--- config.mk ---
export PLATFORM = sky130hd
export DESIGN_NAME = pspll_ctrl
export DESIGN_NICKNAME = d
export VERILOG_FILES = /design/src/pspll_pkg.sv /design/src/pspll_clkdiv.sv /design/src/pspll_ctrl.sv
export SDC_FILE = /design/constraint.sdc
export NUM_CORES = 1
export LEC_CHECK = 0
export ABC_AREA = 0
export BUFFER_PORTS_ARGS = -buffer_cell sky130_fd_sc_hd__buf_2
export CAP_MARGIN = 10
export CORE_MARGIN = 3
export CORE_UTILIZATION = 59
export DETAILED_ROUTE_END_ITERATION = 16
export HOLD_SLACK_MARGIN = 0.05
export PLACE_DENSITY_LB_ADDON = 0.2
export SYNTH_ARGS = -nofsm -noshare
export SYNTH_HDL_FRONTEND = slang
export SYNTH_HIERARCHICAL = 1
export SYNTH_SLANG_ARGS = --single-unit
--- constraint.sdc ---
create_clock -name mclk -period 3.3 [get_ports mclk]
set_input_delay 0.33 -clock mclk [delete_from_list [all_inputs] [get_ports mclk]]
set_output_delay 0.33 -clock mclk [all_outputs]
set_load 0.03 [all_outputs]
--- src/pspll_pkg.sv ---
// Shared constants and types of the synthesizer scan and phase-step controller
package pspll_pkg;
    localparam int SEG_NUM = 7;
    localparam int SEG_BITS = 18;
    localparam int CHAIN_LEN = 144;
    localparam int PUMP_POS = 126;
    localparam int LF_POS = 135;
    localparam int SCLK_DIV_DEF = 8;
    localparam logic [1:0] RUN_MIN = 2'h2;
    localparam logic [1:0] HOLD_MIN = 2'h2;
    localparam logic [7:0] DONE_WAIT = 8'hff;
    localparam logic [2:0] TGT_BAD = 3'h7;
    // Register byte offsets
    localparam logic [7:0] OFS_CMD = 8'h00;
    localparam logic [7:0] OFS_STAT = 8'h04;
    localparam logic [7:0] OFS_LOOP = 8'h08;
    localparam logic [7:0] OFS_SEG0 = 8'h20;
    // Field positions
    localparam int CMD_SCAN_POS = 0;
    localparam int CMD_STEP_POS = 1;
    localparam int CMD_TGT_POS = 2;
    localparam int CMD_DIR_POS = 5;
    localparam int STAT_BUSY_POS = 0;
    localparam int STAT_BAD_POS = 1;
    localparam int STAT_RUN_POS = 2;
    localparam int STAT_CS_POS = 3;
    localparam int STAT_SD_POS = 4;
    localparam int STAT_STEPS_POS = 16;
    localparam int LOOP_PUMP_POS = 0;
    localparam int LOOP_RES_POS = 8;
    localparam int LOOP_CAP_POS = 16;
    // Segment layout: low count, odd duty, high count, bypass
    localparam int SEG_ODD_POS = 8;
    localparam int SEG_BYP_POS = 17;
    localparam logic [SEG_BITS-1:0] SEG_RST = 18'h20000;
    localparam logic [2:0] PUMP_RST = 3'h0;
    localparam logic [4:0] RES_RST = 5'h00;
    localparam logic [1:0] CAP_RST = 2'h0;

    typedef enum logic [3:0] {
        ST_IDLE = 4'b0000,
        ST_SC_ENA = 4'b0001,
        ST_SC_SHIFT = 4'b0010,
        ST_SC_UPD = 4'b0011,
        ST_SC_WAITHI = 4'b0100,
        ST_SC_WAITLO = 4'b0101,
        ST_PS_SET = 4'b0110,
        ST_PS_REQ = 4'b0111,
        ST_PS_WAITHI = 4'b1000,
        ST_PS_GAP = 4'b1001
    } pspll_state_t;
endpackage : pspll_pkg

--- src/pspll_clkdiv.sv ---
// Configuration clock divider with rise and drive enables
`timescale 1ns/1ps
`default_nettype none
module pspll_clkdiv
    import pspll_pkg::*;
#(
    parameter int DIV = SCLK_DIV_DEF
) (
    input wire logic mclk,
    input wire logic rst_b,
    output logic scan_clk,
    output logic tick_rise,
    output logic tick_drive
);
    localparam int CW = $clog2(DIV);
    localparam logic [CW-1:0] LAST = CW'(DIV - 1);
    localparam logic [CW-1:0] HALF = CW'(DIV / 2);
    localparam logic [CW-1:0] MID = CW'(DIV / 4 - 1);

    if (DIV < 4 || DIV % 2 != 0) begin : g_bad_div
        $error("Divider must be even and at least four");
    end

    typedef struct packed {
        logic [CW-1:0] cnt;
        logic clk;
    } pspll_div_t;

    pspll_div_t r_ff;
    pspll_div_t nxt_r;

    always_comb begin
        nxt_r = r_ff;
        nxt_r.cnt = (r_ff.cnt == LAST) ? '0 : r_ff.cnt + 1'b1;
        nxt_r.clk = (nxt_r.cnt < HALF);
    end

    // Starts just before a rising edge so no edge is counted that never happened
    always_ff @(posedge mclk or negedge rst_b) begin
        if (!rst_b) begin
            r_ff <= '{cnt: LAST, clk: 1'b0};
        end else begin
            r_ff <= nxt_r;
        end
    end

    assign scan_clk = r_ff.clk;
    assign tick_rise = (r_ff.cnt == '0);
    // Outputs move one cycle later, mid-high, far from both sampling edges
    assign tick_drive = (r_ff.cnt == MID);
endmodule : pspll_clkdiv
`default_nettype wire

--- src/pspll_ctrl.sv ---
// Controller that loads the synthesizer scan chain and issues phase steps
`timescale 1ns/1ps
`default_nettype none
module pspll_ctrl
    import pspll_pkg::*;
#(
    parameter int SCLK_DIV = SCLK_DIV_DEF
) (
    input wire logic mclk,
    input wire logic rst_b,
    input wire logic [7:0] reg_addr,
    input wire logic [31:0] reg_wdata,
    input wire logic reg_wr,
    input wire logic reg_rd,
    output logic [31:0] reg_rdata,
    output logic scan_clk,
    output logic scan_clk_ena,
    output logic scan_data,
    output logic apply_chain_update,
    input wire logic scan_done,
    output logic shift_request,
    output logic shift_direction,
    output logic [2:0] shift_target_select,
    input wire logic shift_complete
);
    if (SCLK_DIV > 64) begin : g_bad_div
        $error("Configuration clock divider too large for the checks");
    end

    typedef struct packed {
        pspll_state_t st;
        logic [7:0] idx;
        logic [1:0] hold;
        logic [1:0] run;
        logic lo_seen;
        logic [SEG_NUM-1:0][SEG_BITS-1:0] seg;
        logic [2:0] pump;
        logic [4:0] res;
        logic [1:0] cap;
        logic [2:0] tgt;
        logic dir;
        logic bad;
        logic [15:0] steps;
        logic cs_m;
        logic cs_s;
        logic sd_m;
        logic sd_s;
        logic ena;
        logic sdata;
        logic upd;
        logic req;
        logic odir;
        logic [2:0] otgt;
        logic [31:0] rdata;
    } pspll_regs_t;

    pspll_regs_t r_ff;
    pspll_regs_t nxt_r;
    logic tick_rise;
    logic tick_drive;
    logic bad_set;
    logic [CHAIN_LEN-1:0] chain;

    pspll_clkdiv #(.DIV(SCLK_DIV)) u_div (
        .mclk(mclk),
        .rst_b(rst_b),
        .scan_clk(scan_clk),
        .tick_rise(tick_rise),
        .tick_drive(tick_drive)
    );

    function automatic logic [2:0] pump_enc(input logic [2:0] s);
        case (s)
            3'h1: pump_enc = 3'h4;
            3'h3: pump_enc = 3'h6;
            3'h7: pump_enc = 3'h7;
            default: pump_enc = 3'h0;
        endcase
    endfunction : pump_enc

    function automatic logic loop_ok(input logic [2:0] p, input logic [4:0] rr,
                                     input logic [1:0] c);
        logic pok;
        logic rok;
        pok = (p == 3'h0) || (p == 3'h1) || (p == 3'h3) || (p == 3'h7);
        case (rr)
            5'h00, 5'h03, 5'h04, 5'h08, 5'h10, 5'h13, 5'h14, 5'h18, 5'h1b, 5'h1c,
            5'h1e: rok = 1'b1;
            default: rok = 1'b0;
        endcase
        loop_ok = pok && rok && (c != 2'h2);
    endfunction : loop_ok

    function automatic logic seg_hit(input logic [7:0] a);
        seg_hit = (a >= OFS_SEG0) && (a < OFS_SEG0 + 8'(4 * SEG_NUM)) && (a[1:0] == 2'h0);
    endfunction : seg_hit

    function automatic logic [2:0] seg_idx(input logic [7:0] a);
        logic [7:0] d;
        d = a - OFS_SEG0;
        seg_idx = d[4:2];
    endfunction : seg_idx

    // Segment 0 is the last output divider, so its low-count bit 0 goes first
    always_comb begin
        chain = '0;
        for (int k = 0; k < SEG_NUM; k++) begin
            chain[k*SEG_BITS +: SEG_BITS] = r_ff.seg[k];
        end
        chain[PUMP_POS +: 9] = {6'h00, pump_enc(r_ff.pump)};
        chain[LF_POS +: 9] = {r_ff.cap, r_ff.res, 2'h0};
    end

    always_comb begin
        nxt_r = r_ff;
        bad_set = 1'b0;
        nxt_r.cs_m = shift_complete;
        nxt_r.cs_s = r_ff.cs_m;
        nxt_r.sd_m = scan_done;
        nxt_r.sd_s = r_ff.sd_m;
        if (tick_rise && r_ff.run != RUN_MIN) begin
            nxt_r.run = r_ff.run + 2'h1;
        end
        if (reg_wr) begin
            case (reg_addr)
                OFS_CMD: begin
                    nxt_r.tgt = reg_wdata[CMD_TGT_POS +: 3];
                    nxt_r.dir = reg_wdata[CMD_DIR_POS];
                    // Commands while busy or before the clock runs are dropped
                    if (r_ff.st == ST_IDLE && r_ff.run == RUN_MIN) begin
                        if (reg_wdata[CMD_SCAN_POS]) begin
                            nxt_r.st = ST_SC_ENA;
                        end else if (reg_wdata[CMD_STEP_POS]) begin
                            if (reg_wdata[CMD_TGT_POS +: 3] == TGT_BAD) begin
                                bad_set = 1'b1;
                            end else begin
                                nxt_r.st = ST_PS_SET;
                            end
                        end
                    end
                end
                OFS_STAT: begin
                    if (reg_wdata[STAT_BAD_POS]) begin
                        nxt_r.bad = 1'b0;
                    end
                end
                OFS_LOOP: begin
                    if (!loop_ok(reg_wdata[LOOP_PUMP_POS +: 3], reg_wdata[LOOP_RES_POS +: 5],
                                 reg_wdata[LOOP_CAP_POS +: 2])) begin
                        bad_set = 1'b1;
                    end else if (r_ff.st == ST_IDLE) begin
                        nxt_r.pump = reg_wdata[LOOP_PUMP_POS +: 3];
                        nxt_r.res = reg_wdata[LOOP_RES_POS +: 5];
                        nxt_r.cap = reg_wdata[LOOP_CAP_POS +: 2];
                    end
                end
                default: begin
                    // Chain image is frozen while shifting to avoid a torn load
                    if (seg_hit(reg_addr) && r_ff.st == ST_IDLE) begin
                        nxt_r.seg[seg_idx(reg_addr)] = reg_wdata[SEG_BITS-1:0];
                    end
                end
            endcase
        end
        case (r_ff.st)
            ST_IDLE: begin
            end
            ST_SC_ENA: begin
                if (tick_drive) begin
                    nxt_r.ena = 1'b1;
                    nxt_r.idx = 8'h00;
                    nxt_r.st = ST_SC_SHIFT;
                end
            end
            ST_SC_SHIFT: begin
                if (tick_drive) begin
                    if (r_ff.idx == 8'(CHAIN_LEN)) begin
                        nxt_r.ena = 1'b0;
                        nxt_r.sdata = 1'b0;
                        nxt_r.upd = 1'b1;
                        nxt_r.st = ST_SC_UPD;
                    end else begin
                        nxt_r.sdata = chain[r_ff.idx];
                        nxt_r.idx = r_ff.idx + 8'h01;
                    end
                end
            end
            ST_SC_UPD: begin
                if (tick_drive) begin
                    nxt_r.upd = 1'b0;
                    nxt_r.idx = 8'h00;
                    nxt_r.st = ST_SC_WAITHI;
                end
            end
            ST_SC_WAITHI: begin
                // Give up after a bounded wait so a silent device cannot hang us
                if (r_ff.sd_s) begin
                    nxt_r.st = ST_SC_WAITLO;
                end else if (tick_drive) begin
                    nxt_r.idx = r_ff.idx + 8'h01;
                    if (r_ff.idx == DONE_WAIT) begin
                        nxt_r.st = ST_IDLE;
                    end
                end
            end
            ST_SC_WAITLO: begin
                if (!r_ff.sd_s) begin
                    nxt_r.st = ST_IDLE;
                end
            end
            ST_PS_SET: begin
                if (tick_drive && r_ff.cs_s) begin
                    nxt_r.odir = r_ff.dir;
                    nxt_r.otgt = r_ff.tgt;
                    nxt_r.lo_seen = 1'b0;
                    nxt_r.st = ST_PS_REQ;
                end
            end
            ST_PS_REQ: begin
                // A short completion low is latched; it may end within a cycle
                if (!r_ff.cs_s && r_ff.req) begin
                    nxt_r.lo_seen = 1'b1;
                end
                if (tick_drive) begin
                    if (!r_ff.req) begin
                        nxt_r.req = 1'b1;
                        nxt_r.hold = 2'h0;
                    end else if (r_ff.hold != HOLD_MIN) begin
                        nxt_r.hold = r_ff.hold + 2'h1;
                    end else if (r_ff.lo_seen) begin
                        nxt_r.req = 1'b0;
                        nxt_r.st = ST_PS_WAITHI;
                    end
                end
            end
            ST_PS_WAITHI: begin
                if (r_ff.cs_s) begin
                    nxt_r.steps = r_ff.steps + 16'h0001;
                    nxt_r.st = ST_PS_GAP;
                end
            end
            ST_PS_GAP: begin
                if (tick_drive) begin
                    nxt_r.st = ST_IDLE;
                end
            end
            default: begin
                nxt_r.st = ST_IDLE;
            end
        endcase
        if (bad_set) begin
            nxt_r.bad = 1'b1;
        end
        nxt_r.rdata = 32'h0000_0000;
        if (reg_rd) begin
            case (reg_addr)
                OFS_CMD: begin
                    nxt_r.rdata[CMD_TGT_POS +: 3] = r_ff.tgt;
                    nxt_r.rdata[CMD_DIR_POS] = r_ff.dir;
                end
                OFS_STAT: begin
                    nxt_r.rdata[STAT_BUSY_POS] = (r_ff.st != ST_IDLE);
                    nxt_r.rdata[STAT_BAD_POS] = r_ff.bad;
                    nxt_r.rdata[STAT_RUN_POS] = (r_ff.run == RUN_MIN);
                    nxt_r.rdata[STAT_CS_POS] = r_ff.cs_s;
                    nxt_r.rdata[STAT_SD_POS] = r_ff.sd_s;
                    nxt_r.rdata[STAT_STEPS_POS +: 16] = r_ff.steps;
                end
                OFS_LOOP: begin
                    nxt_r.rdata[LOOP_PUMP_POS +: 3] = r_ff.pump;
                    nxt_r.rdata[LOOP_RES_POS +: 5] = r_ff.res;
                    nxt_r.rdata[LOOP_CAP_POS +: 2] = r_ff.cap;
                end
                default: begin
                    if (seg_hit(reg_addr)) begin
                        nxt_r.rdata[SEG_BITS-1:0] = r_ff.seg[seg_idx(reg_addr)];
                    end
                end
            endcase
        end
    end

    always_ff @(posedge mclk or negedge rst_b) begin
        if (!rst_b) begin
            r_ff <= '0;
            r_ff.st <= ST_IDLE;
            r_ff.seg <= {SEG_NUM{SEG_RST}};
            r_ff.pump <= PUMP_RST;
            r_ff.res <= RES_RST;
            r_ff.cap <= CAP_RST;
        end else begin
            r_ff <= nxt_r;
        end
    end

    assign reg_rdata = r_ff.rdata;
    assign scan_clk_ena = r_ff.ena;
    assign scan_data = r_ff.sdata;
    assign apply_chain_update = r_ff.upd;
    assign shift_request = r_ff.req;
    assign shift_direction = r_ff.odir;
    assign shift_target_select = r_ff.otgt;

    // Helper counters seen only by the checks below
    logic [7:0] hi_q;
    logic [7:0] gap_q;
    logic [7:0] upd_q;
    always_ff @(posedge mclk or negedge rst_b) begin
        if (!rst_b) begin
            hi_q <= 8'h00;
            gap_q <= 8'h00;
            upd_q <= 8'h00;
        end else begin
            hi_q <= r_ff.req ? ((hi_q == 8'hff) ? hi_q : hi_q + 8'h01) : 8'h00;
            gap_q <= r_ff.req ? 8'h00 : ((gap_q == 8'hff) ? gap_q : gap_q + 8'h01);
            upd_q <= r_ff.upd ? upd_q + 8'h01 : 8'h00;
        end
    end
endmodule : pspll_ctrl
`default_nettype wire

==> key figures <==
Global route
  – GRT overflow: 0
  – Largest net degree at the start of global routing: 98
  – GRT Total Usage: 0.278
  – Initial antenna violation count: 0
  – Vias in the first global route: 8255
  – First-pass GRT wire length: 47600 um

Cells and area
  – Fin area: 12900 um^2
  – Diode count: 0
  – Fraction of layout cells with a size suffix above 1: 0.319
  – Area Growth Syn to Fin: 10.3%
  – Final nets: 1094

STA
  – Final Hold Fails: 0
  – Final Slew Violations: 0
  – Hold WS: 0.139 ns
  – RSZ-0062 raised after global routing: no
  – Post-layout minimum cycle time: 2.66 ns
  – Crit share post-route: 0.805
  – Slew HR: 0.416
  – Fmax: 377 MHz
  – Worst Tran Pin Value: 0.876 ns
  – Setup TNS: 0 ns
  – Skew final: 0.0111 ns
  – Final setup violation count: 0

Synth
  – Yosys cell types: 65
  – Top cells by count, synth: dfrtp_1, mux2_2, nand2_1
  – Top cell type's share of synthesized area: 0.453
  – Gate Count Post-Synth: 1008
  – Synth Flop Type: dfrtp_1
  – Post-Syn Area per Cell: 11.6 um^2
  – Synthesized flop and latch total: 222
  – Syn_nets: 1064
  – Post-synth top area cell: dfrtp_1
  – Mapped cell area: 11700 um^2
  – Fraction of the yosys area taken by sequential cells: 0.475
  – Post-synth ARST share: 1.00
  – Post-synth EDFFs: 0
  – Most frequent cell after synthesis: dfrtp_1
  – Largest cells by area after synthesis: dfrtp_1, mux2_2, mux4_2
  – Synth warn: 6

Clock tree
  – Sink Count: 222
  – Deepest level of the CTS H-tree: 1
  – CTS clk-pin slew, worst paths: 0.06 ns
  – Maximum clock path buffer count: 3
  – CTS tree: yes
  – Clk_lat worst skew: 0.52 ns
  – Num CTS Buffers: 24
  – Post-CTS resize count: 0
  – Clock root cell: clkbuf_16

Min path
  – Hold WC Path Type: in2reg

Critical path
  – WP buf/inv: 1
  – Crit Path Category: reg2reg
  – Worst path cell trace: buf_4 > mux4_2 > mux2_2 > o21ai_0 > a21oi_1 > o2111ai_1 > a211oi_1
  – Critical path capture point type: flop
  – CP Data Required Time: 3.68 ns
  – CP Launch Type: flop
  – Critical path's top delay family: multiplexers
  – Max FO, Critical Path: 21
  – Critical Path Slowest Stage Cell: dfrtp_2
  – WP data arrival: 3.03 ns
  – CP peak stage delay: 0.67 ns

Floorplanning
  – Core area: 19100 um^2
  – I/O pins: 87
  – Die area: 21600 um^2
  – Die width: 147 um
  – Initial core utilization: 0.614
  – Die H: 147 um
  – Rows: 50

Route
  – First-pass DRT Iterations: 5
  – DR iter-0 viols: 668
  – Routed length per instance: 22.6 um
  – DRC violations left: 0
  – Vias: 8350
  – Antenna viol nets, final: 0
  – Vias/cell: 6.35
  – Total wirelength of the detailed-routed design: 29700 um

Placement
  – Port Buf Inserts: 72
  – Area after DPL: 12100 um^2
  – DP HPWL: 20300 um
  – Routability cong.: 0.934

Outcome
  – Outcome: finished, final reports clean

Run
  – Maxcap violations: 0

Power
  – Leak Pwr: 5.88 nW
  – Overall Power: 6.29 mW
  – Power Dens Cells: 487 nW/um^2
  – Worst VDD drop: 0.391 mV
==> final timing paths <==
path / to / startpoint / slack (ns) / depth (start not counted)
min in group asynchronous: reg_rdata[11] / rst_b / 0.45 / 2
max reg2reg: scan_data / r_ff[206] / 0.64 / 7
max: scan_data / r_ff[206] / 0.64 / 7
max in group asynchronous: u_div/r_ff[2] / rst_b / 1.96 / 3
min reg2reg: r_ff[40] / nxt_r[40] / 0.35 / 0
min: chain[31] / reg_wdata[13] / 0.14 / 2
==> area by class of cell <==
| class | instances | area [um^2] |
|---|---|---|
| Clock buffer | 36 | 727 |
| Clock inverter | 7 | 62.6 |
| Fill cell | 1442 | 6150 |
| Inverter | 25 | 93.8 |
| Multi-Input combinational cell | 661 | 5500 |
| Sequential cell | 222 | 5570 |
| Tap cell | 260 | 325 |
| Timing Repair Buffer | 104 | 656 |
==> kinds of logic (layout without fill, tap and decap cells) <==
family	after synthesis	in the layout	share of synthesized area
AO/OA/AOI/OAI	156	156	0.0886
multiplexers	232	232	0.248
AND/OR/NAND/NOR	245	245	0.108
XOR/XNOR	18	18	0.0135
buffers and inverters	125	172	0.0560
flip-flops	222	222	0.475
adder cells (fa/ha/maj)	10	10	0.0107
==> layer usage <==
metal	vias up	part of all wire	GRT usage
met1	4200	0.43	0.407
met5	-	0	0
met3	68	0.075	0.0487
li1	3694	-	-
met2	388	0.46	0.424
met4	0	0.036	0.0927
==> placed cells by master, fill, tap and decap left out, types with 15 or more instances in the layout <==
master	n
buf_4	26
a21oi_1	23
mux4_2	32
nand3_1	25
xnor2_1	16
nand2_1	83
nor2b_1	15
inv_1	25
o21ai_0	34
clkbuf_16	25
mux2_2	140
o211ai_1	35
and2_1	17
buf_2	71
mux2i_1	57
dfrtp_1	210
nor2_1	42
==> worst reg2reg max path: cells and delay by family (launching register included) <==
family / cells / cell delay, ns
compound gates: 4 / 0.59
mux: 2 / 0.89
flops: 1 / 0.67
buf+inv: 1 / 0.37
==> power by group <==
part	switching (mW)	internal, mW
registers	0.110	2.81
logic	0.432	0.273
clock network	1.08	1.59
total	1.62	4.67
==> stage by stage <==
step | setup slack (ns) | util | cells
final | 0.645 | 0.678 | 1315
after global routing | 0.419 | 0.678 | 1315
after CTS | 0.647 | 0.678 | 1315
after detailed placement | 0.672 | 0.635 | 1269
after global placement | 0.703 | 0.635 | 1269
after floorplan | 1.05 | - | 1008
==> sequential cells by signal, indices dropped and copies added (netlist names) <==
signal and count:
scan_clk_ena 1, apply_chain_update 1, shift_target_select 3, chain 133, u_div/r_ff 3, shift_direction 1
scan_data 1, r_ff 43, reg_rdata 32, nxt_r 2, u_div/scan_clk 1, shift_request 1
==> timing repair <==
| item | 4_1_cts | 5_1_grt |
|---|---|---|
| buffers inserted | 0 | 0 |
| hold buffers | 3 | 0 |
| hold endpoints to repair | 93 | 0 |
(Power assumes the default switching activity.)
